File: config.mk
export PLATFORM = sky130hd
export DESIGN_NAME = fch_ctrl
export DESIGN_NICKNAME = d
export VERILOG_FILES = /design/src/rtl/fch_pkg.sv /design/src/rtl/fch_ctrl.sv
export SDC_FILE = /design/constraint.sdc
export NUM_CORES = 1
export LEC_CHECK = 0
export ABC_CLOCK_PERIOD_IN_PS = 7200
export BUFFER_PORTS_ARGS = -buffer_cell sky130_fd_sc_hd__buf_2
export CORE_ASPECT_RATIO = 1.1
export CORE_MARGIN = 8
export CORE_UTILIZATION = 40
export DETAILED_ROUTE_END_ITERATION = 10
export HOLD_SLACK_MARGIN = 0.15
export PLACE_DENSITY_LB_ADDON = 0.12
export SLEW_MARGIN = 40
export SYNTH_ARGS = -nofsm -noshare
export SYNTH_HDL_FRONTEND = slang
export SYNTH_SLANG_ARGS = --single-unit
File: constraint.sdc
create_clock -name ref_clk -period 7.2 [get_ports ref_clk]
set_clock_uncertainty 0.2 [all_clocks]
set_input_delay 1.08 -clock ref_clk [delete_from_list [all_inputs] [get_ports ref_clk]]
set_output_delay 1.08 -clock ref_clk [all_outputs]
set_load 0.05 [all_outputs]
File: src/rtl/fch_pkg.sv
// constants, field layout and carrier types for the front-end and hop control block
// assumes an 8-bit register map reached as aligned 32-bit words
package fch_pkg;
	// --------------------------------
	// register indices (byte address = 4 * index)
	// --------------------------------
	localparam logic [6:0] IDX_MAIN   = 7'h00;
	localparam logic [6:0] IDX_INTF   = 7'h01;
	localparam logic [6:0] IDX_FA2    = 7'h04;
	localparam logic [6:0] IDX_FA1    = 7'h05;
	localparam logic [6:0] IDX_FA0    = 7'h06;
	localparam logic [6:0] IDX_FB2    = 7'h08;
	localparam logic [6:0] IDX_FB1    = 7'h09;
	localparam logic [6:0] IDX_FB0    = 7'h0a;
	localparam logic [6:0] IDX_LOCK   = 7'h15;
	localparam logic [6:0] IDX_OVR1   = 7'h21;
	localparam logic [6:0] IDX_OVR2   = 7'h22;
	localparam logic [6:0] IDX_OVR3   = 7'h23;
	localparam logic [6:0] IDX_RES1   = 7'h45;
	localparam logic [6:0] IDX_RES2   = 7'h46;
	localparam logic [6:0] IDX_RES3   = 7'h47;
	// --------------------------------
	// field positions
	// --------------------------------
	localparam int MAIN_CHAN_SEL  = 6;
	localparam int TX_POL_BIT     = 0;
	localparam int RX_POL_BIT     = 1;
	localparam int TX_FOLLOW_BIT  = 2;
	localparam int RX_FOLLOW_BIT  = 3;
	localparam int OSC_ARR_EN_BIT = 5;
	localparam int PUMP_EN_BIT    = 6;
	localparam int OSC_CAL_EN_BIT = 6;
	localparam logic [3:0] LSEL_LOW  = 4'h0;
	localparam logic [3:0] LSEL_HIGH = 4'h1;
	localparam logic [3:0] LSEL_LOCK = 4'h2;
	localparam logic [7:0] REG_RST   = 8'h00;
	localparam logic [1:0] RESP_OKAY   = 2'h0;
	localparam logic [1:0] RESP_SLVERR = 2'h2;
	// --------------------------------
	// carrier types
	// --------------------------------
	typedef struct packed {
		logic [3:0] pump_current;
		logic [4:0] osc_array;
		logic [5:0] osc_cal_current;
	} fch_cal_t;
	typedef struct packed {
		logic [23:0] freq;
		fch_cal_t    cal;
	} fch_synth_t;
endpackage

File: src/rtl/fch_ctrl.sv
// front-end enable pins, lock pin and channel-hop synthesizer control
// assumes an axi4-lite master on ref_clk, amplifier states on the same clock
// How it works
// polarity bits set active level of tx and rx amplifier enable pins
// tx follow set: pin active exactly while internal power amplifier is on
// rx follow set: pin active exactly while internal low-noise amplifier is on
// follow clear: pin statically shows its polarity bit, a general output
// lock select 0000 drives lock pin low, 0001 drives it high
// two frequency sets; idle set writable while selected one drives synth
// main bit 6 picks the active set; writing it hops channel
// override fields and enables live in override registers one to three
// host saves calibration results read from result registers one to three
// host may reuse one calibration current value for all channels
// host writes channel select first, then override values and enables
// host turns amplifier off before hop, checks lock before turning on
// host clears all override enables before any new calibration
// set override enable substitutes the forced value for the calibration result
//
// The placing of the registers and the AXI4-Lite interface to the registers were left to the implementer.
`timescale 1ns/10ps
module fch_ctrl #(
	parameter int ADDR_W = 12
) (
	input  wire logic                ref_clk,                // 40 mhz clock
	input  wire logic                rst,                    // sync reset, high
	input  wire logic [ADDR_W-1:0]   s_axi_awaddr,           // write address
	input  wire logic                s_axi_awvalid,          // write address valid
	output logic                     s_axi_awready,          // write address ready
	input  wire logic [31:0]         s_axi_wdata,            // write data
	input  wire logic [3:0]          s_axi_wstrb,            // write strobes
	input  wire logic                s_axi_wvalid,           // write data valid
	output logic                     s_axi_wready,           // write data ready
	output logic [1:0]               s_axi_bresp,            // write response
	output logic                     s_axi_bvalid,           // write response valid
	input  wire logic                s_axi_bready,           // write response ready
	input  wire logic [ADDR_W-1:0]   s_axi_araddr,           // read address
	input  wire logic                s_axi_arvalid,          // read address valid
	output logic                     s_axi_arready,          // read address ready
	output logic [31:0]              s_axi_rdata,            // read data
	output logic [1:0]               s_axi_rresp,            // read response
	output logic                     s_axi_rvalid,           // read data valid
	input  wire logic                s_axi_rready,           // read data ready
	input  wire logic                int_pa_on,              // internal power amp on
	input  wire logic                int_lna_on,             // internal rx amp on
	input  wire logic                pll_lock_in,            // async synth lock level
	input  wire fch_pkg::fch_cal_t   cal_result_in,          // calibration engine results
	output logic                     ext_amp_enable_out,     // external tx amp enable
	output logic                     ext_rx_amp_enable_out,  // external rx amp enable
	output logic                     lock_out,               // lock pin
	output fch_pkg::fch_synth_t      synth_ctrl              // frequency and calibration
);
	// --------------------------------
	// state
	// --------------------------------
	typedef struct packed {
		logic [7:0]  main_reg;
		logic [7:0]  intf_reg;
		logic [7:0]  lock_reg;
		logic [7:0]  override_reg_one;
		logic [7:0]  override_reg_two;
		logic [7:0]  override_reg_three;
		logic [23:0] channel_freq_set_first;
		logic [23:0] channel_freq_set_second;
		logic        aw_hold;
		logic [6:0]  aw_idx;
		logic        aw_bad;
		logic        w_hold;
		logic [7:0]  w_byte;
		logic        w_lane0;
		logic        bvalid;
		logic [1:0]  bresp;
		logic        rvalid;
		logic [1:0]  rresp;
		logic [7:0]  rdata;
		logic [2:0]  lock_sync;
		logic        lock_filt;
		logic        amp_o;
		logic        rx_amp_o;
		logic        lock_o;
		fch_pkg::fch_synth_t synth;
	} fch_state_t;

	fch_state_t s_ff;
	fch_state_t nxt_s;

	function automatic logic is_mapped(input logic [6:0] idx);
		unique case (idx)
			fch_pkg::IDX_MAIN, fch_pkg::IDX_INTF, fch_pkg::IDX_LOCK,
			fch_pkg::IDX_FA2, fch_pkg::IDX_FA1, fch_pkg::IDX_FA0,
			fch_pkg::IDX_FB2, fch_pkg::IDX_FB1, fch_pkg::IDX_FB0,
			fch_pkg::IDX_OVR1, fch_pkg::IDX_OVR2, fch_pkg::IDX_OVR3,
			fch_pkg::IDX_RES1, fch_pkg::IDX_RES2, fch_pkg::IDX_RES3:
				return 1'b1;
			default:
				return 1'b0;
		endcase
	endfunction

	function automatic logic addr_ok(input logic [ADDR_W-1:0] a);
		return (a[ADDR_W-1:9] == '0) && (a[1:0] == 2'h0) && is_mapped(a[8:2]);
	endfunction

	logic       aw_fire;
	logic       w_fire;
	logic       ar_fire;
	logic       have_aw;
	logic       have_w;
	logic [6:0] wr_idx;
	logic [6:0] rd_idx;
	logic       wr_ok;

	assign s_axi_awready = !s_ff.aw_hold && !s_ff.bvalid;
	assign s_axi_wready  = !s_ff.w_hold && !s_ff.bvalid;
	assign s_axi_arready = !s_ff.rvalid;
	assign aw_fire = s_axi_awvalid && s_axi_awready;
	assign w_fire  = s_axi_wvalid && s_axi_wready;
	assign ar_fire = s_axi_arvalid && s_axi_arready;
	assign have_aw = s_ff.aw_hold || aw_fire;
	assign have_w  = s_ff.w_hold || w_fire;
	assign wr_idx  = s_ff.aw_hold ? s_ff.aw_idx : s_axi_awaddr[8:2];
	assign wr_ok   = s_ff.aw_hold ? !s_ff.aw_bad : addr_ok(s_axi_awaddr);
	assign rd_idx  = s_axi_araddr[8:2];

	// --------------------------------
	// next state
	// --------------------------------
	always_comb
	begin
		logic [7:0] wb;
		logic       wl;
		logic       tx_pol;
		logic       rx_pol;
		wb = s_ff.w_hold ? s_ff.w_byte : s_axi_wdata[7:0];
		wl = s_ff.w_hold ? s_ff.w_lane0 : s_axi_wstrb[0];
		tx_pol = s_ff.intf_reg[fch_pkg::TX_POL_BIT];
		rx_pol = s_ff.intf_reg[fch_pkg::RX_POL_BIT];
		nxt_s = s_ff;
		if (aw_fire)
		begin
			nxt_s.aw_hold = 1'b1;
			nxt_s.aw_idx  = s_axi_awaddr[8:2];
			nxt_s.aw_bad  = !addr_ok(s_axi_awaddr);
		end
		if (w_fire)
		begin
			nxt_s.w_hold  = 1'b1;
			nxt_s.w_byte  = s_axi_wdata[7:0];
			nxt_s.w_lane0 = s_axi_wstrb[0];
		end
		if (s_ff.bvalid && s_axi_bready)
			nxt_s.bvalid = 1'b0;
		// address and data may come in either order; act in the cycle the second one is accepted
		if (have_aw && have_w)
		begin
			nxt_s.aw_hold = 1'b0;
			nxt_s.w_hold  = 1'b0;
			nxt_s.bvalid  = 1'b1;
			nxt_s.bresp   = wr_ok ? fch_pkg::RESP_OKAY : fch_pkg::RESP_SLVERR;
			if (wr_ok && wl)
			begin
				unique case (wr_idx)
					// channel select lives in main bit 6
					fch_pkg::IDX_MAIN: nxt_s.main_reg = wb;
					fch_pkg::IDX_INTF: nxt_s.intf_reg = wb;
					fch_pkg::IDX_LOCK: nxt_s.lock_reg = wb;
					// either set is writable whichever one is selected
					fch_pkg::IDX_FA2: nxt_s.channel_freq_set_first[23:16] = wb;
					fch_pkg::IDX_FA1: nxt_s.channel_freq_set_first[15:8] = wb;
					fch_pkg::IDX_FA0: nxt_s.channel_freq_set_first[7:0] = wb;
					fch_pkg::IDX_FB2: nxt_s.channel_freq_set_second[23:16] = wb;
					fch_pkg::IDX_FB1: nxt_s.channel_freq_set_second[15:8] = wb;
					fch_pkg::IDX_FB0: nxt_s.channel_freq_set_second[7:0] = wb;
					// forced values and their enables
					fch_pkg::IDX_OVR1: nxt_s.override_reg_one = wb;
					fch_pkg::IDX_OVR2: nxt_s.override_reg_two = wb;
					fch_pkg::IDX_OVR3: nxt_s.override_reg_three = wb;
					default: ;
				endcase
			end
		end
		if (s_ff.rvalid && s_axi_rready)
			nxt_s.rvalid = 1'b0;
		if (ar_fire)
		begin
			nxt_s.rvalid = 1'b1;
			nxt_s.rresp  = addr_ok(s_axi_araddr) ? fch_pkg::RESP_OKAY
			                                     : fch_pkg::RESP_SLVERR;
			nxt_s.rdata  = 8'h00;
			if (addr_ok(s_axi_araddr))
			begin
				unique case (rd_idx)
					fch_pkg::IDX_MAIN: nxt_s.rdata = s_ff.main_reg;
					fch_pkg::IDX_INTF: nxt_s.rdata = s_ff.intf_reg;
					fch_pkg::IDX_LOCK: nxt_s.rdata = s_ff.lock_reg;
					fch_pkg::IDX_FA2:  nxt_s.rdata = s_ff.channel_freq_set_first[23:16];
					fch_pkg::IDX_FA1:  nxt_s.rdata = s_ff.channel_freq_set_first[15:8];
					fch_pkg::IDX_FA0:  nxt_s.rdata = s_ff.channel_freq_set_first[7:0];
					fch_pkg::IDX_FB2:  nxt_s.rdata = s_ff.channel_freq_set_second[23:16];
					fch_pkg::IDX_FB1:  nxt_s.rdata = s_ff.channel_freq_set_second[15:8];
					fch_pkg::IDX_FB0:  nxt_s.rdata = s_ff.channel_freq_set_second[7:0];
					fch_pkg::IDX_OVR1: nxt_s.rdata = s_ff.override_reg_one;
					fch_pkg::IDX_OVR2: nxt_s.rdata = s_ff.override_reg_two;
					fch_pkg::IDX_OVR3: nxt_s.rdata = s_ff.override_reg_three;
					// raw results the host saves per channel
					fch_pkg::IDX_RES1: nxt_s.rdata = {4'h0, cal_result_in.pump_current};
					fch_pkg::IDX_RES2: nxt_s.rdata = {3'h0, cal_result_in.osc_array};
					fch_pkg::IDX_RES3: nxt_s.rdata = {2'h0, cal_result_in.osc_cal_current};
					default: ;
				endcase
			end
		end
		// lock level counts only once the last two stages agree
		nxt_s.lock_sync = {s_ff.lock_sync[1:0], pll_lock_in};
		if (s_ff.lock_sync[1] == s_ff.lock_sync[2])
			nxt_s.lock_filt = s_ff.lock_sync[2];
		// polarity sets the active level
		// tx pin follows the internal power amplifier
		// with follow clear the pin just shows its polarity bit
		nxt_s.amp_o = (s_ff.intf_reg[fch_pkg::TX_FOLLOW_BIT] && !int_pa_on) ? !tx_pol
		                                                                     : tx_pol;
		// rx pin follows the internal low-noise amplifier
		nxt_s.rx_amp_o = (s_ff.intf_reg[fch_pkg::RX_FOLLOW_BIT] && !int_lna_on) ? !rx_pol
		                                                                         : rx_pol;
		// constant levels, or the filtered lock for the lock code
		unique case (s_ff.lock_reg[3:0])
			fch_pkg::LSEL_LOW:  nxt_s.lock_o = 1'b0;
			fch_pkg::LSEL_HIGH: nxt_s.lock_o = 1'b1;
			fch_pkg::LSEL_LOCK: nxt_s.lock_o = s_ff.lock_filt;
			default:            nxt_s.lock_o = 1'b0;
		endcase
		// active set chosen by the channel select bit
		nxt_s.synth.freq = s_ff.main_reg[fch_pkg::MAIN_CHAN_SEL] ?
		                   s_ff.channel_freq_set_second : s_ff.channel_freq_set_first;
		// forced values replace calibration results while enabled
		nxt_s.synth.cal.osc_array = s_ff.override_reg_two[fch_pkg::OSC_ARR_EN_BIT] ?
		                            s_ff.override_reg_two[4:0] : cal_result_in.osc_array;
		nxt_s.synth.cal.pump_current = s_ff.override_reg_two[fch_pkg::PUMP_EN_BIT] ?
		                               s_ff.override_reg_one[3:0] : cal_result_in.pump_current;
		nxt_s.synth.cal.osc_cal_current = s_ff.override_reg_three[fch_pkg::OSC_CAL_EN_BIT] ?
		                                  s_ff.override_reg_three[5:0]
		                                  : cal_result_in.osc_cal_current;
	end

	always_ff @(posedge ref_clk)
	begin
		if (rst)
		begin
			s_ff <= '0;
			s_ff.main_reg <= fch_pkg::REG_RST;
		end
		else
			s_ff <= nxt_s;
	end

	assign s_axi_bvalid          = s_ff.bvalid;
	assign s_axi_bresp           = s_ff.bresp;
	assign s_axi_rvalid          = s_ff.rvalid;
	assign s_axi_rresp           = s_ff.rresp;
	assign s_axi_rdata           = {24'h000000, s_ff.rdata};
	assign ext_amp_enable_out    = s_ff.amp_o;
	assign ext_rx_amp_enable_out = s_ff.rx_amp_o;
	assign lock_out              = s_ff.lock_o;
	assign synth_ctrl            = s_ff.synth;
endmodule

**Word level (Yosys, flattened, before mapping)**

Cells that the tools add are included.

- RAM bits: 0
- Bits in latches: 0
- Output and inout bits: 83
- Logic and storage cells: 149
- Bits of input ports: 85
- Memories: 0
- Register bits after elaboration: 175
- ROM bits: 0

- Muxes and demuxes: 23
- Bitwise logic cells: 0
- Multiply operators: 0
- $lt $le $gt $ge: 0
- Shift operators: 0
- Reductions and logical operators: 52
- Add/subtract/negate cells: 0
- Divide/modulo/power cells: 0
- Equality and inequality tests: 42

Operator list:

| cell | count |
|---|---|
| $pmux W8 S15 | 1 |
| $eq A7 B3 Y1 const B | 9 |
| $eq A7 B4 Y1 const B | 9 |
| $eq A7 B6 Y1 const B | 9 |
| $eq A7 B7 Y1 const B | 6 |
| $reduce_and A3 Y1 | 12 |
| $reduce_or A15 Y1 | 2 |
| $mux W24 | 1 |
| $eq A7 B1 Y1 const B | 3 |
| $eq A7 B5 Y1 const B | 3 |
| $logic_not A7 Y1 | 3 |
| $logic_and A1 B1 Y1 | 16 |
| $mux W8 | 2 |
| $mux W11 | 1 |
| $logic_not A1 Y1 | 10 |
| $mux W1 | 10 |
| $mux W7 | 1 |
| $logic_not A3 Y1 | 2 |
| $mux W6 | 1 |
| $mux W5 | 1 |
| $eq A4 B1 Y1 const B | 1 |
| $eq A4 B2 Y1 const B | 1 |
| $logic_not A2 Y1 | 2 |
| $mux W2 | 2 |
| other kinds (7) | 9 |

**Logic depth before layout (Yosys ltp)**

Gate-level depths: netlist of the first run.

- Depth in word-level cells: 7
- Depth in mapped cells: 8
- Mapped depth without buffers: 6

**Least setup slack after synthesis of the first run**

OpenSTA, ideal clock, no wires.

- Kind: input port to flip-flop
- Start: in s_axi_awaddr[7]
- End: reg s_ff[143] (netlist bit)
- Data required time: 6,868 ps
- Arrival: 2,783 ps
- Path slack: 4,085 ps
- Buffers on the path: 1
- Library setup time: 132 ps
- Cell stages on the path: 7
- Cell sequence: a2111oi_4 -> a21oi_2 -> a2111oi_4 -> a21boi_2 -> or4_1 -> buf_6 -> mux2i_1

- Word-level cells in the longest chain between the ends: 7
- Elaborated cells on any way between the ends: 23
- Those cells by class: eq/ne (15); mux (3); reduce/logical (5)

Ends and longest elaborated chain:

| what | line | RTL |
|---|---|---|
| start: declaration | fch_ctrl.sv:26 | `input wire logic [ADDR_W-1:0] s_axi_awaddr,` |
| $eq A7 B1 Y1, or another cell as far along | fch_ctrl.sv:87 | `unique case (idx)` |
| $reduce_or A15 Y1 | fch_ctrl.sv:87 |  |
| $mux W1 | fch_ctrl.sv:87 |  |
| $logic_and A1 B1 Y1 | fch_ctrl.sv:100 | `return (a[ADDR_W-1:9] == '0) && (a[1:0] == 2'h0) && is_mapped(a[8:2]);` |
| $mux W1 | fch_ctrl.sv:121 | `assign wr_ok = s_ff.aw_hold ? !s_ff.aw_bad : addr_ok(s_axi_awaddr);` |
| $logic_and A1 B1 Y1 | fch_ctrl.sv:159 | `if (wr_ok && wl)` |
| $reduce_and A3 Y1 (no source line) (*) | - |  |
| end signal: assignment | fch_ctrl.sv:252 | `s_ff <= nxt_s;` |
| end: declaration | fch_ctrl.sv:83 | `fch_state_t s_ff;` |

Every way passes the cells marked *; elsewhere a longest branch is shown, timed or not.
A chain may end at the register's enable or synchronous reset.

**Worst setup path in the final report of the first run**

- Start: in s_axi_awaddr[7]
- End: reg s_ff[173] (netlist bit)

The elaborated chain is that of the path after synthesis.

==> flow_summary.json, run 1 <==
{
  "vias": 6612,
  "grt_antenna_before_repair": 0,
  "fp.dieArea_um2": 26700,
  "start_util": 0.408,
  "globalRoute.totalOverflow": 0,
  "finalNetCount": 1065,
  "max-vdd-ir-drop_mv": 0.175,
  "yosys.cell_types.count": 67,
  "placement.cell_area_um2": 8880,
  "reg2reg_setup_slack_ns": 4.01,
  "cap_viol_max_count": 0,
  "r2r-start": "s_ff[78]",
  "die_x_um": 157,
  "worst_setup_hold_path_clk_slew_ns": 0.07,
  "post_syn_instances": 961,
  "p_sw_uw": 601,
  "result_of_the_run": "finished, final reports clean",
  "detailedPlacementHpwl_um": 17200,
  "setup_repair_after_global_routing_missed_its_margin": "false",
  "p_seq_frac": 0.463,
  "endpoint_kind": "flop",
  "post-layout-total-power_mw": 2.13,
  "holdCritPathClass": "reg -> reg",
  "worst_skew_pair.late_latency_ns": 0.43,
  "pwr-share-clk": 0.427,
  "worstSetupStartpointType": "input port",
  "wl_um": 24900,
  "cts_tree": "built",
  "violation_count_after_the_first_detailed_routing_iteration": 373,
  "ys_async_sr_fraction": 0,
  "timing_worst_setup_path_type": "in -> reg",
  "drtAntennaViolNets": 0,
  "reg2reg_to": "s_ff[173]",
  "die_h_um": 171,
  "end_of_the_worst_hold_path": "nxt_s[45]",
  "netlist_area_um2": 8690,
  "yosysWarningCount": 0,
  "non_filler_instance_count_after_layout": 1283,
  "pin_count": 168,
  "p_leak_nw": 3.92,
  "powerDensity_nw_per_um2": 225,
  "cts.htree.levels": 4,
  "fin_setup_tns_ns": 0,
  "vias_per_cell": 5.15,
  "maxSlewHeadroom": 0.431,
  "final.hold.worst_slack_ns": 0.242,
  "ctsResizeCount": 0,
  "gpl.final_weighted_congestion": 0.908,
  "wire_length_of_the_first_global_routing_pass_um": 38200,
  "fp.coreArea_um2": 21300,
  "detailedRoute.firstPassIterationCount": 6,
  "number_of_synthesized_flops_with_an_enable_pin": 0,
  "setup_viol": 0,
  "required_ns": 7.29,
  "longest_clk_path_bufs": 2,
  "post-route-cell-area_um2": 9480,
  "diodes": 0,
  "clock-sinks": 173,
  "final-max-slew-violation-count": 0,
  "switching_share": 0.282,
  "timing.critical_path.fanout_max": 26,
  "fin_crit_sh": 0.469,
  "rr_worst_depth": 6,
  "critPathArrivalTime_ns": 3.46,
  "via_count_of_the_first_global_routing_pass": 6545,
  "timing.hold.worst_path_depth": 1,
  "floorplan.rows": 56,
  "synth.avg_cell_area_um2": 9.04,
  "gr-usage-all-layers": 0.185,
  "placed_cells_incl_taps": 1250,
  "achievable-frequency_mhz": 296,
  "port-buffer-count": 114,
  "post_cts_buffers": 0,
  "tightestPinTransition_ns": 0.850,
  "drc": 0,
  "wl_per_cell_um": 19.4,
  "layout_overhead_on_the_synthesized_area_pct": 9.01,
  "hold_path_startpoint": "nxt_s[44]",
  "timing_hold_violations_final": 0,
  "pwr-share-comb": 0.110,
  "synth_ff_type": "dfxtp_1",
  "cts_root_buffer": "clkbuf_16",
  "timing.final.crit_period_ns": 3.38,
  "cts_buffers": 17,
  "grt_start_max_net_pins": 112,
  "cts_hold_buf": 0,
  "share_of_layout_cells_above_drive_strength_1": 0.180,
  "postSynthRegisterBits": 173,
  "p_int_mw": 1.53,
  "synth_sequential_area_ratio": 0.398
}
## how the worst max path moves through the flow
stage	from	to	slack, ns	cells past startpoint
floorplan	s_axi_awaddr[7]	s_ff[143]	4.09	7
global placement	s_axi_awaddr[7]	s_ff[165]	3.39	8
detailed placement	s_axi_awaddr[7]	s_ff[164]	3.37	8
CTS	s_axi_awaddr[7]	s_ff[164]	3.82	8
global route	s_axi_awaddr[7]	s_ff[106]	3.72	8
finish	s_axi_awaddr[7]	s_ff[173]	3.82	8
## flip-flops by register name, indices dropped and copies added, names as in the netlist
signal                 flops
nxt_s                      2
s_axi_rdata                8
s_axi_bvalid               1
s_ff                     117
synth_ctrl                39
s_axi_rvalid               1
ext_amp_enable_out         1
s_axi_bresp                1
lock_out                   1
s_axi_rresp                1
ext_rx_amp_enable_out      1
## area by class of cell
class	count	area [um^2]
Clock buffer	18	439
Clock inverter	14	135
Fill cell	2179	11800
Inverter	15	56.3
Multi-Input combinational cell	654	4400
Sequential cell	173	3460
Tap cell	290	363
Timing Repair Buffer	119	614
## per-layer routing
layer  global-route usage  vias to the layer above  routed length, um
li1                     -                     3262                  -
met1                0.233                     3149              11200
met2                0.310                      170              11900
met3               0.0293                       31               1060
met4               0.0765                        0                703
met5                    0                        -                  0
## power by group through the flow
stage               combinational, mW  clock [mW]  sequential [mW]
floorplan                       0.189           0             1.00
global placement                0.233           0             1.01
detailed placement              0.234           0             1.01
CTS                             0.234       0.927            0.986
global route                    0.251       0.967            0.988
finish                          0.233       0.909            0.986
## cells in the final DEF, fill, tap and decap left out, drive strengths merged, types with 3 or more instances in the layout
cell / netlist / layout
nand4: 5 / 5
nor3: 15 / 15
a211oi: 4 / 4
nor2b: 26 / 26
mux2i: 141 / 141
inv: 15 / 21
or2: 9 / 9
nand2: 65 / 65
nand3: 13 / 13
buf: 96 / 119
conb: 1 / 26
clkinv: 0 / 5
a22o: 12 / 12
nand3b: 4 / 4
o21ai: 44 / 44
a31oi: 8 / 8
nor4: 9 / 9
o22ai: 4 / 4
clkbuf: 48 / 18
a221oi: 6 / 6
mux2: 9 / 9
a22oi: 7 / 7
a21oi: 37 / 37
nor2: 69 / 69
a311oi: 3 / 3
dfxtp: 173 / 173
or4: 7 / 7
and2: 6 / 6
nor3b: 4 / 4
a2111oi: 3 / 3
nand2b: 82 / 82
xnor2: 3 / 3
## cells by family (layout without fill, tap and decap cells)
group | after synthesis | in the layout | share of synthesized area
buf+inv | 159 | 166 | 0.108
other cells | 1 | 26 | 0.000431
compound gates | 148 | 148 | 0.114
flops | 173 | 173 | 0.398
xor+xnor | 3 | 3 | 0.00302
simple gates | 327 | 327 | 0.202
mux | 150 | 150 | 0.174
## cell usage after synthesis (7+ instances only)
| cell type | instances | share of area |
|---|---|---|
| a21oi_1 | 36 | 0.021 |
| a22o_1 | 12 | 0.012 |
| a22oi_1 | 7 | 0.0060 |
| a31oi_1 | 8 | 0.0058 |
| buf_1 | 12 | 0.0052 |
| buf_4 | 76 | 0.066 |
| buf_6 | 7 | 0.0091 |
| clkbuf_1 | 48 | 0.021 |
| dfxtp_1 | 173 | 0.40 |
| inv_1 | 15 | 0.0065 |
| mux2_2 | 9 | 0.012 |
| mux2i_1 | 141 | 0.16 |
| nand2_1 | 65 | 0.028 |
| nand2b_1 | 82 | 0.059 |
| nand3_1 | 13 | 0.0075 |
| nor2_1 | 69 | 0.030 |
| nor2b_1 | 26 | 0.019 |
| nor3_1 | 13 | 0.0075 |
| nor4_1 | 7 | 0.0050 |
| o21ai_0 | 43 | 0.025 |
| or2_2 | 8 | 0.0058 |
| or4_1 | 7 | 0.0060 |
## worst max-delay path, stage by stage
cell and delay (ns):
buf_2 0.16, a2111oi_4 0.36, a21oi_2 0.08, a2111oi_4 0.37, a21boi_2 0.09, buf_4 0.23, or4b_1 0.87, mux2i_1 0.21
## through the flow
stage | utilization | worst slack (ns)
after global placement | 0.417 | 3.39
after floorplan | - | 4.09
after global routing | 0.445 | 3.72
final | 0.445 | 3.82
after detailed placement | 0.417 | 3.37
after CTS | 0.444 | 3.82
(Power assumes the default switching activity.)
==> run 2: changes to the inputs <==
--- a/config.mk
+++ b/config.mk
@@ -5,7 +5,7 @@
 export SDC_FILE = /design/constraint.sdc
 export NUM_CORES = 1
 export LEC_CHECK = 0
-export ABC_CLOCK_PERIOD_IN_PS = 7200
+export ABC_CLOCK_PERIOD_IN_PS = 3300
 export BUFFER_PORTS_ARGS = -buffer_cell sky130_fd_sc_hd__buf_2
 export CORE_ASPECT_RATIO = 1.1
 export CORE_MARGIN = 8
==> constraint.sdc (replaced) <==
create_clock -name ref_clk -period 3.3 [get_ports ref_clk]
set_clock_uncertainty 0.2 [all_clocks]
set_input_delay 0.495 -clock ref_clk [delete_from_list [all_inputs] [get_ports ref_clk]]
set_output_delay 0.495 -clock ref_clk [all_outputs]
set_load 0.05 [all_outputs]
==> run 2 against run 1 <==
Sequential share of layout area fell by 1.6 points. Critical path depth up 1. Design area is 4.7% higher. Total power is 120% higher. Utilization increased by 2.1 points. First-iteration DRC count grew 38%.
==> flow_summary.json, run 2 (synthesis gave the netlist of run 1 again) <==
{
  "share_of_layout_cells_above_drive_strength_1": 0.191,
  "fin_setup_tns_ns": 0,
  "worst_skew_pair.late_latency_ns": 0.43,
  "setup_viol": 0,
  "rr_worst_depth": 5,
  "holdCritPathClass": "in -> reg",
  "layout_overhead_on_the_synthesized_area_pct": 14.1,
  "largest_register_ff_count": 117,
  "port-buffer-count": 114,
  "top_register": "s_ff",
  "fill_cells": 2132,
  "timing_worst_setup_path_type": "in -> reg",
  "maxSlewHeadroom": 0.512,
  "powerDensity_nw_per_um2": 475,
  "timing.final.crit_period_ns": 3.10,
  "die_h_um": 171,
  "max-vdd-ir-drop_mv": 0.365,
  "hold_path_startpoint": "int_lna_on",
  "violation_count_after_the_first_detailed_routing_iteration": 515,
  "final-max-slew-violation-count": 0,
  "top_layer_used": "met4",
  "timing.critical_path.fanout_max": 18,
  "wl_per_cell_um": 18.6,
  "detailroute.wirelength.met2_um": 11900,
  "drtAntennaViolNets": 0,
  "end_of_the_worst_hold_path": "ext_rx_amp_enable_out",
  "tightestPinTransition_ns": 0.732,
  "post-layout-total-power_mw": 4.71,
  "met3WireLength_um": 1120,
  "mostFrequentLayoutCells": "173 x dfxtp_1, 141 x mux2i_1, 113 x buf_2",
  "endpoint_kind": "flop",
  "critPathArrivalTime_ns": 3.20,
  "wire_length_of_the_first_global_routing_pass_um": 38400,
  "ctsResizeCount": 0,
  "reg2reg_setup_slack_ns": 0.65,
  "route.layer.met1.wl_um": 11200,
  "max_stage_delay_ns": 0.65,
  "diodes": 0,
  "final.hold.worst_slack_ns": 0.167,
  "timing.hold.worst_path_depth": 4,
  "grt_antenna_before_repair": 0,
  "fp.dieArea_um2": 26700,
  "multi_input_comb_area_um2": 4400,
  "worstPathCellList": "dlygate4sd3_1 -> buf_2 -> a2111oi_4 -> a21oi_2 -> a2111oi_4 -> a21boi_2 -> buf_4 -> or3_1 -> mux2i_1",
  "grt_start_max_net_pins": 70,
  "register_area_um2": 3460,
  "cap_viol_max_count": 0,
  "detailedPlacementHpwl_um": 17700,
  "result_of_the_run": "finished, final reports clean",
  "cts_buffers": 17,
  "r2r-start": "s_ff[78]",
  "wl_um": 24800,
  "cts_tree": "built",
  "vias": 6769,
  "worstSetupStartpointType": "input port",
  "critical-path-slowest-cell": "or3_1",
  "gpl.final_weighted_congestion": 0.880,
  "required_ns": 3.40,
  "start_util": 0.408,
  "post_cts_buffers": 0,
  "floorplan.rows": 56,
  "cts_root_buffer": "clkbuf_16",
  "detailedRoute.firstPassIterationCount": 5,
  "drc": 0,
  "die_x_um": 157,
  "vias_per_cell": 5.08,
  "finalNetCount": 1114,
  "setup_repair_after_global_routing_missed_its_margin": "false",
  "fp.coreArea_um2": 21300,
  "timing_hold_violations_final": 0,
  "longest_clk_path_bufs": 2,
  "gr-usage-all-layers": 0.186,
  "pin_count": 168,
  "clock-sinks": 173,
  "achievable-frequency_mhz": 322,
  "layout_commonest_cell": "dfxtp_1",
  "cts.htree.levels": 4,
  "via_count_of_the_first_global_routing_pass": 6599,
  "reg2reg_to": "s_ff[94]",
  "critPathMostFrequentCell": "a2111oi_4",
  "p_leak_nw": 4.14,
  "globalRoute.totalOverflow": 0,
  "fin_crit_sh": 0.941,
  "worst_setup_hold_path_clk_slew_ns": 0.07
}
-- run 2: metrics by stage --
stage                     cell area, um^2  cells  setup WS, ns   util
after global routing                 9920   1332        0.0631  0.466
final                                9920   1332         0.196  0.466
after global placement               9040   1271         0.240  0.424
after CTS                            9920   1332         0.203  0.466
after floorplan                      8790    986         0.770      -
after detailed placement             9040   1271         0.208  0.425
-- run 2: power by group --
group / leakage [nW] / switching, mW / total, mW / internal [mW]
clock: 0.282 / 0.919 / 2.02 / 1.10
sequential: 1.40 / 0.0186 / 2.14 / 2.12
combinational: 2.45 / 0.391 / 0.556 / 0.165
total: 4.14 / 1.33 / 4.71 / 3.38
-- run 2: worst max path at each step --
stage                    start        end  slack, ns  cells after the start
6_report       s_axi_awaddr[6]   s_ff[94]       0.20                      9
5_1_grt        s_axi_awaddr[6]   s_ff[87]       0.06                      9
4_1_cts        s_axi_awaddr[6]   s_ff[94]       0.20                      9
3_5_place_dp   s_axi_awaddr[7]   s_ff[92]       0.21                      8
3_3_place_gp   s_axi_awaddr[7]   s_ff[90]       0.24                      8
2_1_floorplan  s_axi_awaddr[7]  s_ff[150]       0.77                      7
-- run 2: area by class of cell --
class / count / share of cell area
clock buffers: 19 / 0.0457
repair buffers: 168 / 0.106
multi-input cells: 654 / 0.444
clock inverters: 13 / 0.0132
inverters: 15 / 0.00568
flip-flops and latches: 173 / 0.349
well taps: 290 / 0.0366
-- run 2: repair_timing --
action / 4_1_cts / 5_1_grt
hold buffers: 29 / 0
setup endpoints to repair: 0 / 0
endpoints found under the hold margin: 29 / 0
-- run 2: per-layer routing --
layer	up-vias	global-route usage
li1	3363	-
met1	3180	0.238
met2	197	0.309
met3	29	0.0313
met4	0	0.0707
met5	-	0
-- run 2: critical path: cells and delay by family --
| kind | cells | cell delay [ns] |
|---|---|---|
| multiplexers | 1 | 0.20 |
| AO/OA/AOI/OAI | 4 | 0.93 |
| AND/OR/NAND/NOR | 1 | 0.65 |
| buffers and inverters | 3 | 0.94 |
